--- src/coa_params.svh ---
// offsets, field positions, reset values and step sizes of the operand/alu core
// assumes inclusion by coa_pkg.sv and coa_core.sv
`ifndef COA_PARAMS_SVH
`define COA_PARAMS_SVH
// register indexes on the plain register port
`define COA_R_A 4'h0
`define COA_R_B 4'h1
`define COA_R_X 4'h2
`define COA_R_K 4'h3
`define COA_R_SP 4'h4
`define COA_R_PC 4'h5
`define COA_R_ACC_LO 4'h6
`define COA_R_ACC_HI 4'h7
`define COA_R_IMM 4'h8
`define COA_R_SADDR 4'h9
`define COA_R_DADDR 4'hA
`define COA_R_CMD 4'hB
`define COA_R_STAT 4'hC
`define COA_R_TBL 4'hD
// status bit positions
`define COA_ST_BUSY 0
`define COA_ST_SKIP 1
`define COA_ST_CY 2
`define COA_ST_OV 3
`define COA_ST_POS 4
`define COA_ST_NEG 5
// command word width
`define COA_CMD_W 10
// reset value of every data register
`define COA_RST_WORD 16'h0000
// pointer steps and operand masks
`define COA_STEP_BYTE 16'h0001
`define COA_STEP_WORD 16'h0002
`define COA_BYTE_MASK 16'h00FF
`define COA_WORD_MASK 16'hFFFF
// displacement widths: short jump -32..+31, relative call -1024..+1023
`define COA_SJMP_BITS 6
`define COA_RCALL_BITS 11
`endif

--- src/coa_pkg.sv ---
// types shared by the operand/alu core and its testbench
// assumes coa_params.svh sits in the include path
`include "coa_params.svh"
package coa_pkg;
	// operations, coded by their order
	typedef enum logic [4:0] {
		OP_ADD, OP_ADD_CY, OP_SUB, OP_SUB_CY, OP_AND, OP_OR, OP_XOR,
		OP_UMUL, OP_UDIV, OP_LDIV, OP_T_EQ, OP_T_GT, OP_T_GE, OP_T_SGT,
		OP_T_SGE, OP_SMUL, OP_ACC, OP_ACC_Z, OP_SHR, OP_LD_STEP,
		OP_XCH_STEP, OP_BSET, OP_BCLR, OP_BTST, OP_BTSTN, OP_SJMP,
		OP_TCALL, OP_RCALL
	} coa_op_e;
	// sequencer states
	typedef enum logic [2:0] {ST_IDLE, ST_RD, ST_WT, ST_CAP, ST_EXE, ST_WB} coa_state_e;
	// command word: ind[9] dst_mem[8] src_mem[7] dec[6] word[5] op[4:0]
	typedef struct packed {
		logic ind;
		logic dst_mem;
		logic src_mem;
		logic dec;
		logic word;
		coa_op_e op;
	} coa_cmd_s;
	// register port request
	typedef struct packed {
		logic wr;
		logic rd;
		logic [3:0] addr;
		logic [15:0] wdata;
	} coa_bus_req_s;
	// memory request
	typedef struct packed {
		logic rd;
		logic wr;
		logic word;
		logic [15:0] addr;
		logic [15:0] wdata;
	} coa_mem_req_s;
endpackage : coa_pkg

--- src/coa_core.sv ---
// operand addressing and arithmetic core: one command runs per CMD write
// assumes memory answers a read in the cycle after its strobe
//
// Functional notes
// - stepping pointer reads at B, steps 1/2
// - stepped B past K skips next
// - two direct address fields, source and destination
// - immediate operand, direct destination address
// - bit byte address is B plus X[15:3]
// - X[2:0] picks the bit
// - double register addressing for bit ops, 64k
// - short jump reaches -32..+31
// - table call picks among 16 entries
// - relative call reaches plus or minus 1k
// - exchange, step B, compare K, skip
// - bits set, cleared, tested, direct or indirect
// - add/subtract with carry update carry
// - unsigned product to dest and X, clears K,C
// - divide: quotient dest, remainder X, clears K,C
// - long divide from X:dest, carry updated
// - multiply/divide take immediate or memory source
// - unsigned compare skips when relation fails
// - signed compare skips when relation fails
// - and, or, xor write back to destination
// - clear accumulate zeros then adds signed product
// - overflow flags; B past K reloads from A
// - 32-bit accumulate result, signed product, shift
// - signed overflow and unsigned carry flags
//
// Design decisions made here: the plain strobed port and the placing of the registers.
`include "coa_params.svh"
`timescale 1ns/1ps
`default_nettype none
module coa_core (
	// clock and reset
	input wire logic SYS_CLK,
	input wire logic RST_N,
	// register port
	input wire coa_pkg::coa_bus_req_s BUS_REQ,
	output var logic [15:0] BUS_RDATA,
	// memory port
	output var coa_pkg::coa_mem_req_s MEM_REQ,
	input wire logic [15:0] MEM_RDATA
);
	import coa_pkg::*;

	coa_state_e state_reg;
	coa_cmd_s cmd_reg;
	coa_op_e op;
	logic [15:0] a_reg, b_reg, x_reg, k_reg, sp_reg, pc_reg;
	logic [15:0] imm_reg, saddr_reg, daddr_reg, tbl_reg, op1_reg, op2_reg;
	logic [31:0] accum_result_reg;
	logic c_reg, v_reg, skip_reg, rd_idx_reg;
	logic pos_overflow_flag_reg, neg_overflow_flag_reg;
	logic bus_wr, exe;
	logic is_dual, is_ptr, is_acc, is_bit, is_cmp, need1, need2, bword;
	logic [15:0] wmask, sv, dv, step_w, b_step, bit_addr, addr1, addr2;
	logic [2:0] bit_num;
	logic sub, cin, cy, ov, sg_d, sg_x, sg_r;
	logic [16:0] sum17;
	logic [15:0] sx, div_q, div_r;
	logic [31:0] prod_u, prod_s, mac_prod, acc_base, ldiv_n, ldiv_q, ldiv_r;
	logic [32:0] mac_sum;
	logic ldiv_ovf;
	logic [15:0] a_next, b_next, x_next, k_next, sp_next, pc_next, res;
	logic [15:0] wr_addr, wr_data, stat_w;
	logic [31:0] acc_next;
	logic c_next, v_next, skip_next, wr_en, pos_set, neg_set, past_k, bit_val;
	logic [7:0] bmask;

	// register writes are taken only while no command runs
	assign op = cmd_reg.op;
	assign bus_wr = BUS_REQ.wr && state_reg == ST_IDLE;
	assign exe = state_reg == ST_EXE;

	// decode: operand sources, read plan and addresses
	always_comb begin
		is_dual = op <= OP_SMUL;
		is_cmp = op inside {OP_T_EQ, OP_T_GT, OP_T_GE, OP_T_SGT, OP_T_SGE};
		is_acc = op inside {OP_ACC, OP_ACC_Z};
		is_ptr = is_acc || op inside {OP_LD_STEP, OP_XCH_STEP};
		is_bit = op inside {OP_BSET, OP_BCLR, OP_BTST, OP_BTSTN};
		need1 = (is_dual && cmd_reg.src_mem) || is_ptr || is_bit || op == OP_TCALL;
		need2 = (is_dual && cmd_reg.dst_mem) || is_acc;
		bword = is_acc || op inside {OP_TCALL, OP_RCALL} || (cmd_reg.word && !is_bit);
		wmask = bword ? `COA_WORD_MASK : `COA_BYTE_MASK;
		sv = (cmd_reg.src_mem ? op1_reg : imm_reg) & wmask;
		dv = (cmd_reg.dst_mem ? op2_reg : a_reg) & wmask;
		step_w = bword ? `COA_STEP_WORD : `COA_STEP_BYTE;
		b_step = cmd_reg.dec ? b_reg - step_w : b_reg + step_w;
		bit_addr = cmd_reg.ind ? b_reg + {3'h0, x_reg[15:3]} : daddr_reg;
		bit_num = cmd_reg.ind ? x_reg[2:0] : imm_reg[2:0];
		addr1 = saddr_reg;
		if (is_ptr) begin
			addr1 = b_reg;
		end else if (is_bit) begin
			addr1 = bit_addr;
		end else if (op == OP_TCALL) begin
			addr1 = tbl_reg + {11'h000, imm_reg[3:0], 1'b0};
		end
		addr2 = is_acc ? x_reg : daddr_reg;
	end

	// adder, products and quotients
	always_comb begin
		sub = op inside {OP_SUB, OP_SUB_CY};
		cin = (op inside {OP_ADD_CY, OP_SUB_CY}) ? c_reg : sub;
		sx = (sub ? ~sv : sv) & wmask;
		sum17 = {1'b0, dv} + {1'b0, sx} + {16'h0000, cin};
		cy = bword ? sum17[16] : sum17[8];
		sg_d = bword ? dv[15] : dv[7];
		sg_x = bword ? sx[15] : sx[7];
		sg_r = bword ? sum17[15] : sum17[7];
		ov = (sg_d == sg_x) && (sg_r != sg_d);
		prod_u = {16'h0000, dv} * {16'h0000, sv};
		prod_s = $signed({{16{dv[15]}}, dv}) * $signed({{16{sv[15]}}, sv});
		mac_prod = $signed({{16{op1_reg[15]}}, op1_reg})
			* $signed({{16{op2_reg[15]}}, op2_reg});
		acc_base = (op == OP_ACC_Z) ? 32'h00000000 : accum_result_reg;
		mac_sum = {acc_base[31], acc_base} + {mac_prod[31], mac_prod};
		div_q = `COA_WORD_MASK;
		div_r = dv;
		if (sv != 16'h0000) begin
			div_q = dv / sv;
			div_r = dv % sv;
		end
		ldiv_n = {x_reg, dv};
		ldiv_q = 32'hFFFFFFFF;
		ldiv_r = {16'h0000, dv};
		if (sv != 16'h0000) begin
			ldiv_q = ldiv_n / {16'h0000, sv};
			ldiv_r = ldiv_n % {16'h0000, sv};
		end
		ldiv_ovf = ldiv_q[31:16] != 16'h0000;
	end

	// execute: next values of every register the command touches
	always_comb begin
		a_next = a_reg;
		b_next = b_reg;
		x_next = x_reg;
		k_next = k_reg;
		sp_next = sp_reg;
		pc_next = pc_reg;
		acc_next = accum_result_reg;
		c_next = c_reg;
		v_next = v_reg;
		skip_next = 1'b0;
		pos_set = 1'b0;
		neg_set = 1'b0;
		res = dv;
		wr_en = 1'b0;
		wr_addr = daddr_reg;
		wr_data = res;
		bmask = 8'h01 << bit_num;
		bit_val = op1_reg[bit_num];
		past_k = cmd_reg.dec ? (b_step < k_reg) : (b_step > k_reg);
		case (op)
			OP_ADD, OP_ADD_CY, OP_SUB_CY: begin
				res = sum17[15:0] & wmask;
				c_next = cy;
				v_next = ov;
			end
			OP_SUB: begin
				res = sum17[15:0] & wmask;
				v_next = ov;
			end
			OP_AND: res = dv & sv;
			OP_OR: res = dv | sv;
			OP_XOR: res = dv ^ sv;
			OP_UMUL: begin
				res = prod_u[15:0];
				x_next = prod_u[31:16];
				k_next = `COA_RST_WORD;
				c_next = 1'b0;
			end
			OP_UDIV: begin
				res = div_q;
				x_next = div_r;
				k_next = `COA_RST_WORD;
				c_next = 1'b0;
			end
			OP_LDIV: begin
				res = ldiv_q[15:0];
				x_next = ldiv_r[15:0];
				k_next = `COA_RST_WORD;
				c_next = ldiv_ovf;
			end
			OP_T_EQ: skip_next = dv != sv;
			OP_T_GT: skip_next = !(dv > sv);
			OP_T_GE: skip_next = !(dv >= sv);
			OP_T_SGT: skip_next = !($signed(dv) > $signed(sv));
			OP_T_SGE: skip_next = !($signed(dv) >= $signed(sv));
			OP_SMUL: acc_next = prod_s;
			OP_ACC, OP_ACC_Z: begin
				acc_next = mac_sum[31:0];
				pos_set = !acc_base[31] && !mac_prod[31] && mac_sum[31];
				neg_set = acc_base[31] && mac_prod[31] && !mac_sum[31];
				b_next = b_reg + `COA_STEP_WORD;
				x_next = x_reg + `COA_STEP_WORD;
				if (b_reg + `COA_STEP_WORD > k_reg) begin
					b_next = a_reg;
				end
			end
			OP_SHR: acc_next = $signed(accum_result_reg) >>> imm_reg[4:0];
			OP_LD_STEP, OP_XCH_STEP: begin
				a_next = op1_reg & wmask;
				b_next = b_step;
				skip_next = past_k;
				wr_en = op == OP_XCH_STEP;
				wr_addr = b_reg;
				wr_data = a_reg;
			end
			OP_BSET, OP_BCLR: begin
				wr_en = 1'b1;
				wr_addr = addr1;
				wr_data = {8'h00, (op == OP_BSET) ? (op1_reg[7:0] | bmask) : (op1_reg[7:0] & ~bmask)};
			end
			OP_BTST: skip_next = !bit_val;
			OP_BTSTN: skip_next = bit_val;
			OP_SJMP: begin
				pc_next = pc_reg + {{(16 - `COA_SJMP_BITS){imm_reg[`COA_SJMP_BITS - 1]}},
					imm_reg[`COA_SJMP_BITS - 1:0]};
			end
			OP_TCALL, OP_RCALL: begin
				wr_en = 1'b1; // return address pushed at SP
				wr_addr = sp_reg;
				wr_data = pc_reg;
				sp_next = sp_reg + `COA_STEP_WORD;
				pc_next = op1_reg;
				if (op == OP_RCALL) begin
					pc_next = pc_reg + {{(16 - `COA_RCALL_BITS){imm_reg[`COA_RCALL_BITS - 1]}},
						imm_reg[`COA_RCALL_BITS - 1:0]};
				end
			end
			default: res = dv;
		endcase
		// two-operand results go to A or the direct destination
		if (is_dual && !is_cmp && op != OP_SMUL) begin
			if (cmd_reg.dst_mem) begin
				wr_en = 1'b1;
				wr_addr = daddr_reg;
				wr_data = res;
			end else begin
				a_next = res;
			end
		end
	end

	// sequencer: up to two reads, execute, optional write
	always_ff @(posedge SYS_CLK or negedge RST_N) begin
		if (!RST_N) begin
			state_reg <= ST_IDLE;
			rd_idx_reg <= 1'b0;
		end else begin
			case (state_reg)
				ST_IDLE: begin
					if (bus_wr && BUS_REQ.addr == `COA_R_CMD) begin
						state_reg <= ST_RD;
						rd_idx_reg <= 1'b0;
					end
				end
				ST_RD: begin
					if (rd_idx_reg ? need2 : need1) begin
						state_reg <= ST_WT;
					end else if (!rd_idx_reg) begin
						rd_idx_reg <= 1'b1;
					end else begin
						state_reg <= ST_EXE;
					end
				end
				ST_WT: state_reg <= ST_CAP;
				ST_CAP: begin
					if (!rd_idx_reg) begin
						rd_idx_reg <= 1'b1;
						state_reg <= ST_RD;
					end else begin
						state_reg <= ST_EXE;
					end
				end
				ST_EXE: state_reg <= wr_en ? ST_WB : ST_IDLE;
				default: state_reg <= ST_IDLE;
			endcase
		end
	end

	// memory strobes, one cycle each
	always_ff @(posedge SYS_CLK or negedge RST_N) begin
		if (!RST_N) begin
			MEM_REQ <= '0;
		end else begin
			MEM_REQ.rd <= 1'b0;
			MEM_REQ.wr <= 1'b0;
			if (state_reg == ST_RD && (rd_idx_reg ? need2 : need1)) begin
				MEM_REQ.rd <= 1'b1;
				MEM_REQ.word <= bword;
				MEM_REQ.addr <= rd_idx_reg ? addr2 : addr1;
			end else if (exe && wr_en) begin
				MEM_REQ.wr <= 1'b1;
				MEM_REQ.word <= bword && !is_bit;
				MEM_REQ.addr <= wr_addr;
				MEM_REQ.wdata <= wr_data;
			end
		end
	end

	// read data capture
	always_ff @(posedge SYS_CLK or negedge RST_N) begin
		if (!RST_N) begin
			op1_reg <= `COA_RST_WORD;
			op2_reg <= `COA_RST_WORD;
		end else if (state_reg == ST_CAP) begin
			if (rd_idx_reg) begin
				op2_reg <= MEM_RDATA;
			end else begin
				op1_reg <= MEM_RDATA;
			end
		end
	end

	// cpu registers and command word
	always_ff @(posedge SYS_CLK or negedge RST_N) begin
		if (!RST_N) begin
			a_reg <= `COA_RST_WORD;
			b_reg <= `COA_RST_WORD;
			x_reg <= `COA_RST_WORD;
			k_reg <= `COA_RST_WORD;
			sp_reg <= `COA_RST_WORD;
			pc_reg <= `COA_RST_WORD;
			imm_reg <= `COA_RST_WORD;
			saddr_reg <= `COA_RST_WORD;
			daddr_reg <= `COA_RST_WORD;
			tbl_reg <= `COA_RST_WORD;
			cmd_reg <= '0;
		end else if (exe) begin
			a_reg <= a_next;
			b_reg <= b_next;
			x_reg <= x_next;
			k_reg <= k_next;
			sp_reg <= sp_next;
			pc_reg <= pc_next;
		end else if (bus_wr) begin
			case (BUS_REQ.addr)
				`COA_R_A: a_reg <= BUS_REQ.wdata;
				`COA_R_B: b_reg <= BUS_REQ.wdata;
				`COA_R_X: x_reg <= BUS_REQ.wdata;
				`COA_R_K: k_reg <= BUS_REQ.wdata;
				`COA_R_SP: sp_reg <= BUS_REQ.wdata;
				`COA_R_PC: pc_reg <= BUS_REQ.wdata;
				`COA_R_IMM: imm_reg <= BUS_REQ.wdata;
				`COA_R_SADDR: saddr_reg <= BUS_REQ.wdata;
				`COA_R_DADDR: daddr_reg <= BUS_REQ.wdata;
				`COA_R_TBL: tbl_reg <= BUS_REQ.wdata;
				`COA_R_CMD: cmd_reg <= coa_cmd_s'(BUS_REQ.wdata[`COA_CMD_W - 1:0]);
				default: a_reg <= a_reg;
			endcase
		end
	end

	// accumulate result register and its sticky overflow flags
	always_ff @(posedge SYS_CLK or negedge RST_N) begin
		if (!RST_N) begin
			accum_result_reg <= 32'h00000000;
			pos_overflow_flag_reg <= 1'b0;
			neg_overflow_flag_reg <= 1'b0;
		end else if (exe) begin
			accum_result_reg <= acc_next;
			pos_overflow_flag_reg <= pos_overflow_flag_reg || pos_set;
			neg_overflow_flag_reg <= neg_overflow_flag_reg || neg_set;
		end else if (bus_wr) begin
			if (BUS_REQ.addr == `COA_R_ACC_LO) begin
				accum_result_reg[15:0] <= BUS_REQ.wdata;
			end
			if (BUS_REQ.addr == `COA_R_ACC_HI) begin
				accum_result_reg[31:16] <= BUS_REQ.wdata;
			end
			if (BUS_REQ.addr == `COA_R_STAT) begin
				pos_overflow_flag_reg <= BUS_REQ.wdata[`COA_ST_POS];
				neg_overflow_flag_reg <= BUS_REQ.wdata[`COA_ST_NEG];
			end
		end
	end

	// carry, overflow and skip flags
	always_ff @(posedge SYS_CLK or negedge RST_N) begin
		if (!RST_N) begin
			c_reg <= 1'b0;
			v_reg <= 1'b0;
			skip_reg <= 1'b0;
		end else if (exe) begin
			c_reg <= c_next;
			v_reg <= v_next;
			skip_reg <= skip_next;
		end else if (bus_wr && BUS_REQ.addr == `COA_R_STAT) begin
			c_reg <= BUS_REQ.wdata[`COA_ST_CY];
			v_reg <= BUS_REQ.wdata[`COA_ST_OV];
			skip_reg <= BUS_REQ.wdata[`COA_ST_SKIP];
		end
	end

	// status word
	always_comb begin
		stat_w = 16'h0000;
		stat_w[`COA_ST_BUSY] = state_reg != ST_IDLE;
		stat_w[`COA_ST_SKIP] = skip_reg;
		stat_w[`COA_ST_CY] = c_reg;
		stat_w[`COA_ST_OV] = v_reg;
		stat_w[`COA_ST_POS] = pos_overflow_flag_reg;
		stat_w[`COA_ST_NEG] = neg_overflow_flag_reg;
	end

	// read data, valid the cycle after the read strobe
	always_ff @(posedge SYS_CLK or negedge RST_N) begin
		if (!RST_N) begin
			BUS_RDATA <= 16'h0000;
		end else if (BUS_REQ.rd) begin
			case (BUS_REQ.addr)
				`COA_R_A: BUS_RDATA <= a_reg;
				`COA_R_B: BUS_RDATA <= b_reg;
				`COA_R_X: BUS_RDATA <= x_reg;
				`COA_R_K: BUS_RDATA <= k_reg;
				`COA_R_SP: BUS_RDATA <= sp_reg;
				`COA_R_PC: BUS_RDATA <= pc_reg;
				`COA_R_ACC_LO: BUS_RDATA <= accum_result_reg[15:0];
				`COA_R_ACC_HI: BUS_RDATA <= accum_result_reg[31:16];
				`COA_R_IMM: BUS_RDATA <= imm_reg;
				`COA_R_SADDR: BUS_RDATA <= saddr_reg;
				`COA_R_DADDR: BUS_RDATA <= daddr_reg;
				`COA_R_CMD: BUS_RDATA <= {6'h00, cmd_reg};
				`COA_R_STAT: BUS_RDATA <= stat_w;
				`COA_R_TBL: BUS_RDATA <= tbl_reg;
				default: BUS_RDATA <= 16'h0000;
			endcase
		end else begin
			BUS_RDATA <= 16'h0000;
		end
	end
endmodule : coa_core
`default_nettype wire

--- config.mk ---
export PLATFORM = sky130hd
export DESIGN_NAME = coa_core
export DESIGN_NICKNAME = d
export VERILOG_FILES = /design/src/coa_pkg.sv /design/src/coa_core.sv
export VERILOG_INCLUDE_DIRS = /design/src
export SDC_FILE = /design/constraint.sdc
export NUM_CORES = 2
export LEC_CHECK = 0
export ABC_AREA = 1
export BUFFER_PORTS_ARGS = -buffer_cell sky130_fd_sc_hd__buf_2
export CORE_MARGIN = 2
export CORE_UTILIZATION = 60
export DETAILED_ROUTE_END_ITERATION = 10
export PLACE_DENSITY = 0.79
export SLEW_MARGIN = 5
export SYNTH_ARGS = -nofsm -noshare
export SYNTH_HDL_FRONTEND = slang
export SYNTH_SLANG_ARGS = --single-unit
--- constraint.sdc ---
create_clock -name SYS_CLK -period 94.2 [get_ports SYS_CLK]
set_clock_uncertainty 0.2 [all_clocks]
set_input_delay 4.71 -clock SYS_CLK [delete_from_list [all_inputs] [get_ports SYS_CLK]]
set_output_delay 4.71 -clock SYS_CLK [all_outputs]
set_load 0.005 [all_outputs]
==> results.yml <==
run_status:
  status: "finished with violations"
  violations: "slew limit"
clock_network:
  cts_sinks: 294
  cts_buffers: 40
  cts_tree: "done"
  clock_latency_ps: 660
  clk_pin_slew_ps: 70
  cts-root-buf: "clkbuf_16"
  hold_buffers: 0
  htree_levels: 2
  cts.path.max_buffers: 3
sta:
  finalCritPeriodShare_pct: 93.11
  hold_ws_ps: 285.1
  slew-limit-headroom_pct: -0.9126
  setup_viol_count_final: 0
  finalHoldViolations: 0
  tns_ps: 0
  finalMaxSlewViolations: 1
  min_period_ps: 87710
  worst_pin_slew_ps: 1514
  max_freq_mhz: 11.40
logic_synthesis:
  synth_fp_nets: 13060
  synthDominantCellAreaShare_pct: 16.18
  netlist_area_sq_um: 78960
  synth.distinct_cells: 95
  syn_area_per_cell_sq_um: 6.911
  yosysTopAreaCell: "fa_1"
  yosysMostFrequentCell: "nand2_1"
  synthTopCellsByArea: "fa_1, ha_1, nand2_1"
  postSynth.asyncResetShare_pct: 100.0
  synthCells: 11430
  synthFlopType: "dfrtp_1"
  ys_ff_latch: 294
  synthTopCellsByCount: "nand2_1, inv_1, ha_1"
  synth_edf_count: 0
  yosysWarnings: 0
  ys_seq_area_share_pct: 9.317
detailed_routing:
  num_vias: 86500
  drc: 0
  viasPerCell: 6.473
  drt-wirelength-per-cell_microns: 27.59
  firstDrtPassIters: 10
  ant_nets: 0
  wirelength_microns: 368700
  drt_iter0_markers: 11770
critical_path:
  crit_top_cell: "nand2_1"
  cp_max_fo: 28
  cp_slowest_stage_delay_ps: 860
  critPathArrivalTime_ps: 88060
  cp.required_ps: 94540
  rrSetupSlack_ps: 6490
  crit_path_end_kind: "register"
  crit_path_start_kind: "register"
  cp_slowest_cell: "o21ai_0"
  path_class: "register to register"
global_route:
  grt_max_degree: 68
  grt_pass1_wl_microns: 527500
  antenna_found_initial: 71
  grt_util_all_layers_pct: 52.77
  grt-ovfl-total: 0
  grt_pass1_vias: 83640
layout:
  final_cells: 13360
  seq_area_sq_um: 7380
  fillerInstances: 11360
  nets: 13180
  drive_above_1_share_pct: 10.45
  final_area_sq_um: 85070
  syn2layout_area_growth_pct: 7.741
  multi_input_comb_area_sq_um: 62770
  largest_reg_flops: 35
min_path:
  hp-class: "register to register"
floorplan:
  die_x_microns: 366.8
  io_pins: 91
  die_h_microns: 366.8
  start_util_pct: 60.29
  coreArea_sq_um: 131000
  dieArea_sq_um: 134500
  placementRows: 133
placed_design:
  numPortBuffers: 90
  placed_area_sq_um: 81660
  place_inst: 13140
  gp_congestion: 1.145
  dp_hpwl_microns: 287500
run:
  drv_cap: 0
through the flow:
step | setup slack (ps) | util, %
floorplan | 2770 | -
detailed placement | -1623 | 62.35
global placement | 1839 | 62.35
global route | -1243 | 64.91
finish | 6488 | 64.96
CTS | 22.60 | 63.54
cells in the final DEF (no fill, tap or decap), types with 77 or more instances in the layout:
master	count
nand2_2	104
nor2_1	743
buf_2	89
a21oi_2	96
inv_1	1909
o21ai_0	875
nand4_1	110
a21oi_1	622
o22ai_1	81
or2_2	77
nand3_1	366
dfrtp_1	280
nand2_1	2395
ha_1	949
xnor2_1	209
xor2_1	331
fa_1	638
buf_4	363
metal layers:
metal  vias to the layer above  routed length [microns]  GRT usage (%)
met3                      2384                    56490          21.65
met5                         -                      748          1.033
li1                      37280                        -              -
met1                     40300                   121800          59.56
met4                        88                    42050          46.01
met2                      6443                   147600          76.72
area by class of cell:
type | instances | share of cell area [%]
timing repair buffer | 461 | 3.918
clock inverter | 25 | 0.4162
inverter | 2046 | 9.230
clock buffer | 49 | 1.310
tap | 1755 | 2.581
timing repair inverter | 1 | 0.01030
multi-input combinational | 8703 | 73.78
antenna | 28 | 0.08236
sequential | 294 | 8.674
logic make-up after synthesis:
group                    after synthesis  synth area share, %
buffers and inverters               2438                12.42
flip-flops                           294                9.317
multiplexers                          25               0.3185
adder cells (fa/ha/maj)             1589                31.24
AND/OR/NAND/NOR                     4158                23.11
AO/OA/AOI/OAI                       2382                17.61
XOR/XNOR                             540                5.990
critical path, delay by kind of cell (launching register included):
family          cells  cell delay (ps)
compound gates    255            41340
fa+ha+maj          31             9870
buf+inv           130            10240
flops               1              620
simple gates      233            25160
final timing paths:
kind | startpoint | endpoint | cells past startpoint
worst max-delay path | a_reg[10]$_DFFE_PN0P_ | x_reg[11]$_DFFE_PN0P_ | 649
worst min-delay path | k_reg[11]$_DFFE_PN0P_ | k_reg[11]$_DFFE_PN0P_ | 2
worst max register to register | a_reg[10]$_DFFE_PN0P_ | x_reg[11]$_DFFE_PN0P_ | 649
worst min register to register | k_reg[11]$_DFFE_PN0P_ | k_reg[11]$_DFFE_PN0P_ | 2
max in group asynchronous | RST_N | op2_reg[14]$_DFFE_PN0P_ | 3
min in group asynchronous | RST_N | BUS_RDATA[11]$_DFF_PN0_ | 1
timing repair:
action | 4_1_cts | 5_1_grt
pin swaps | 2 | 73
cloned | 1 | 10
gates resized for setup | 15 | 230
setup buffers | 4 | 110
setup endpoints to repair | 18 | 24
Power is left out: the tool's default activity adds up to more than one toggle a clock period on the data nets, which glitch-free logic cannot reach.
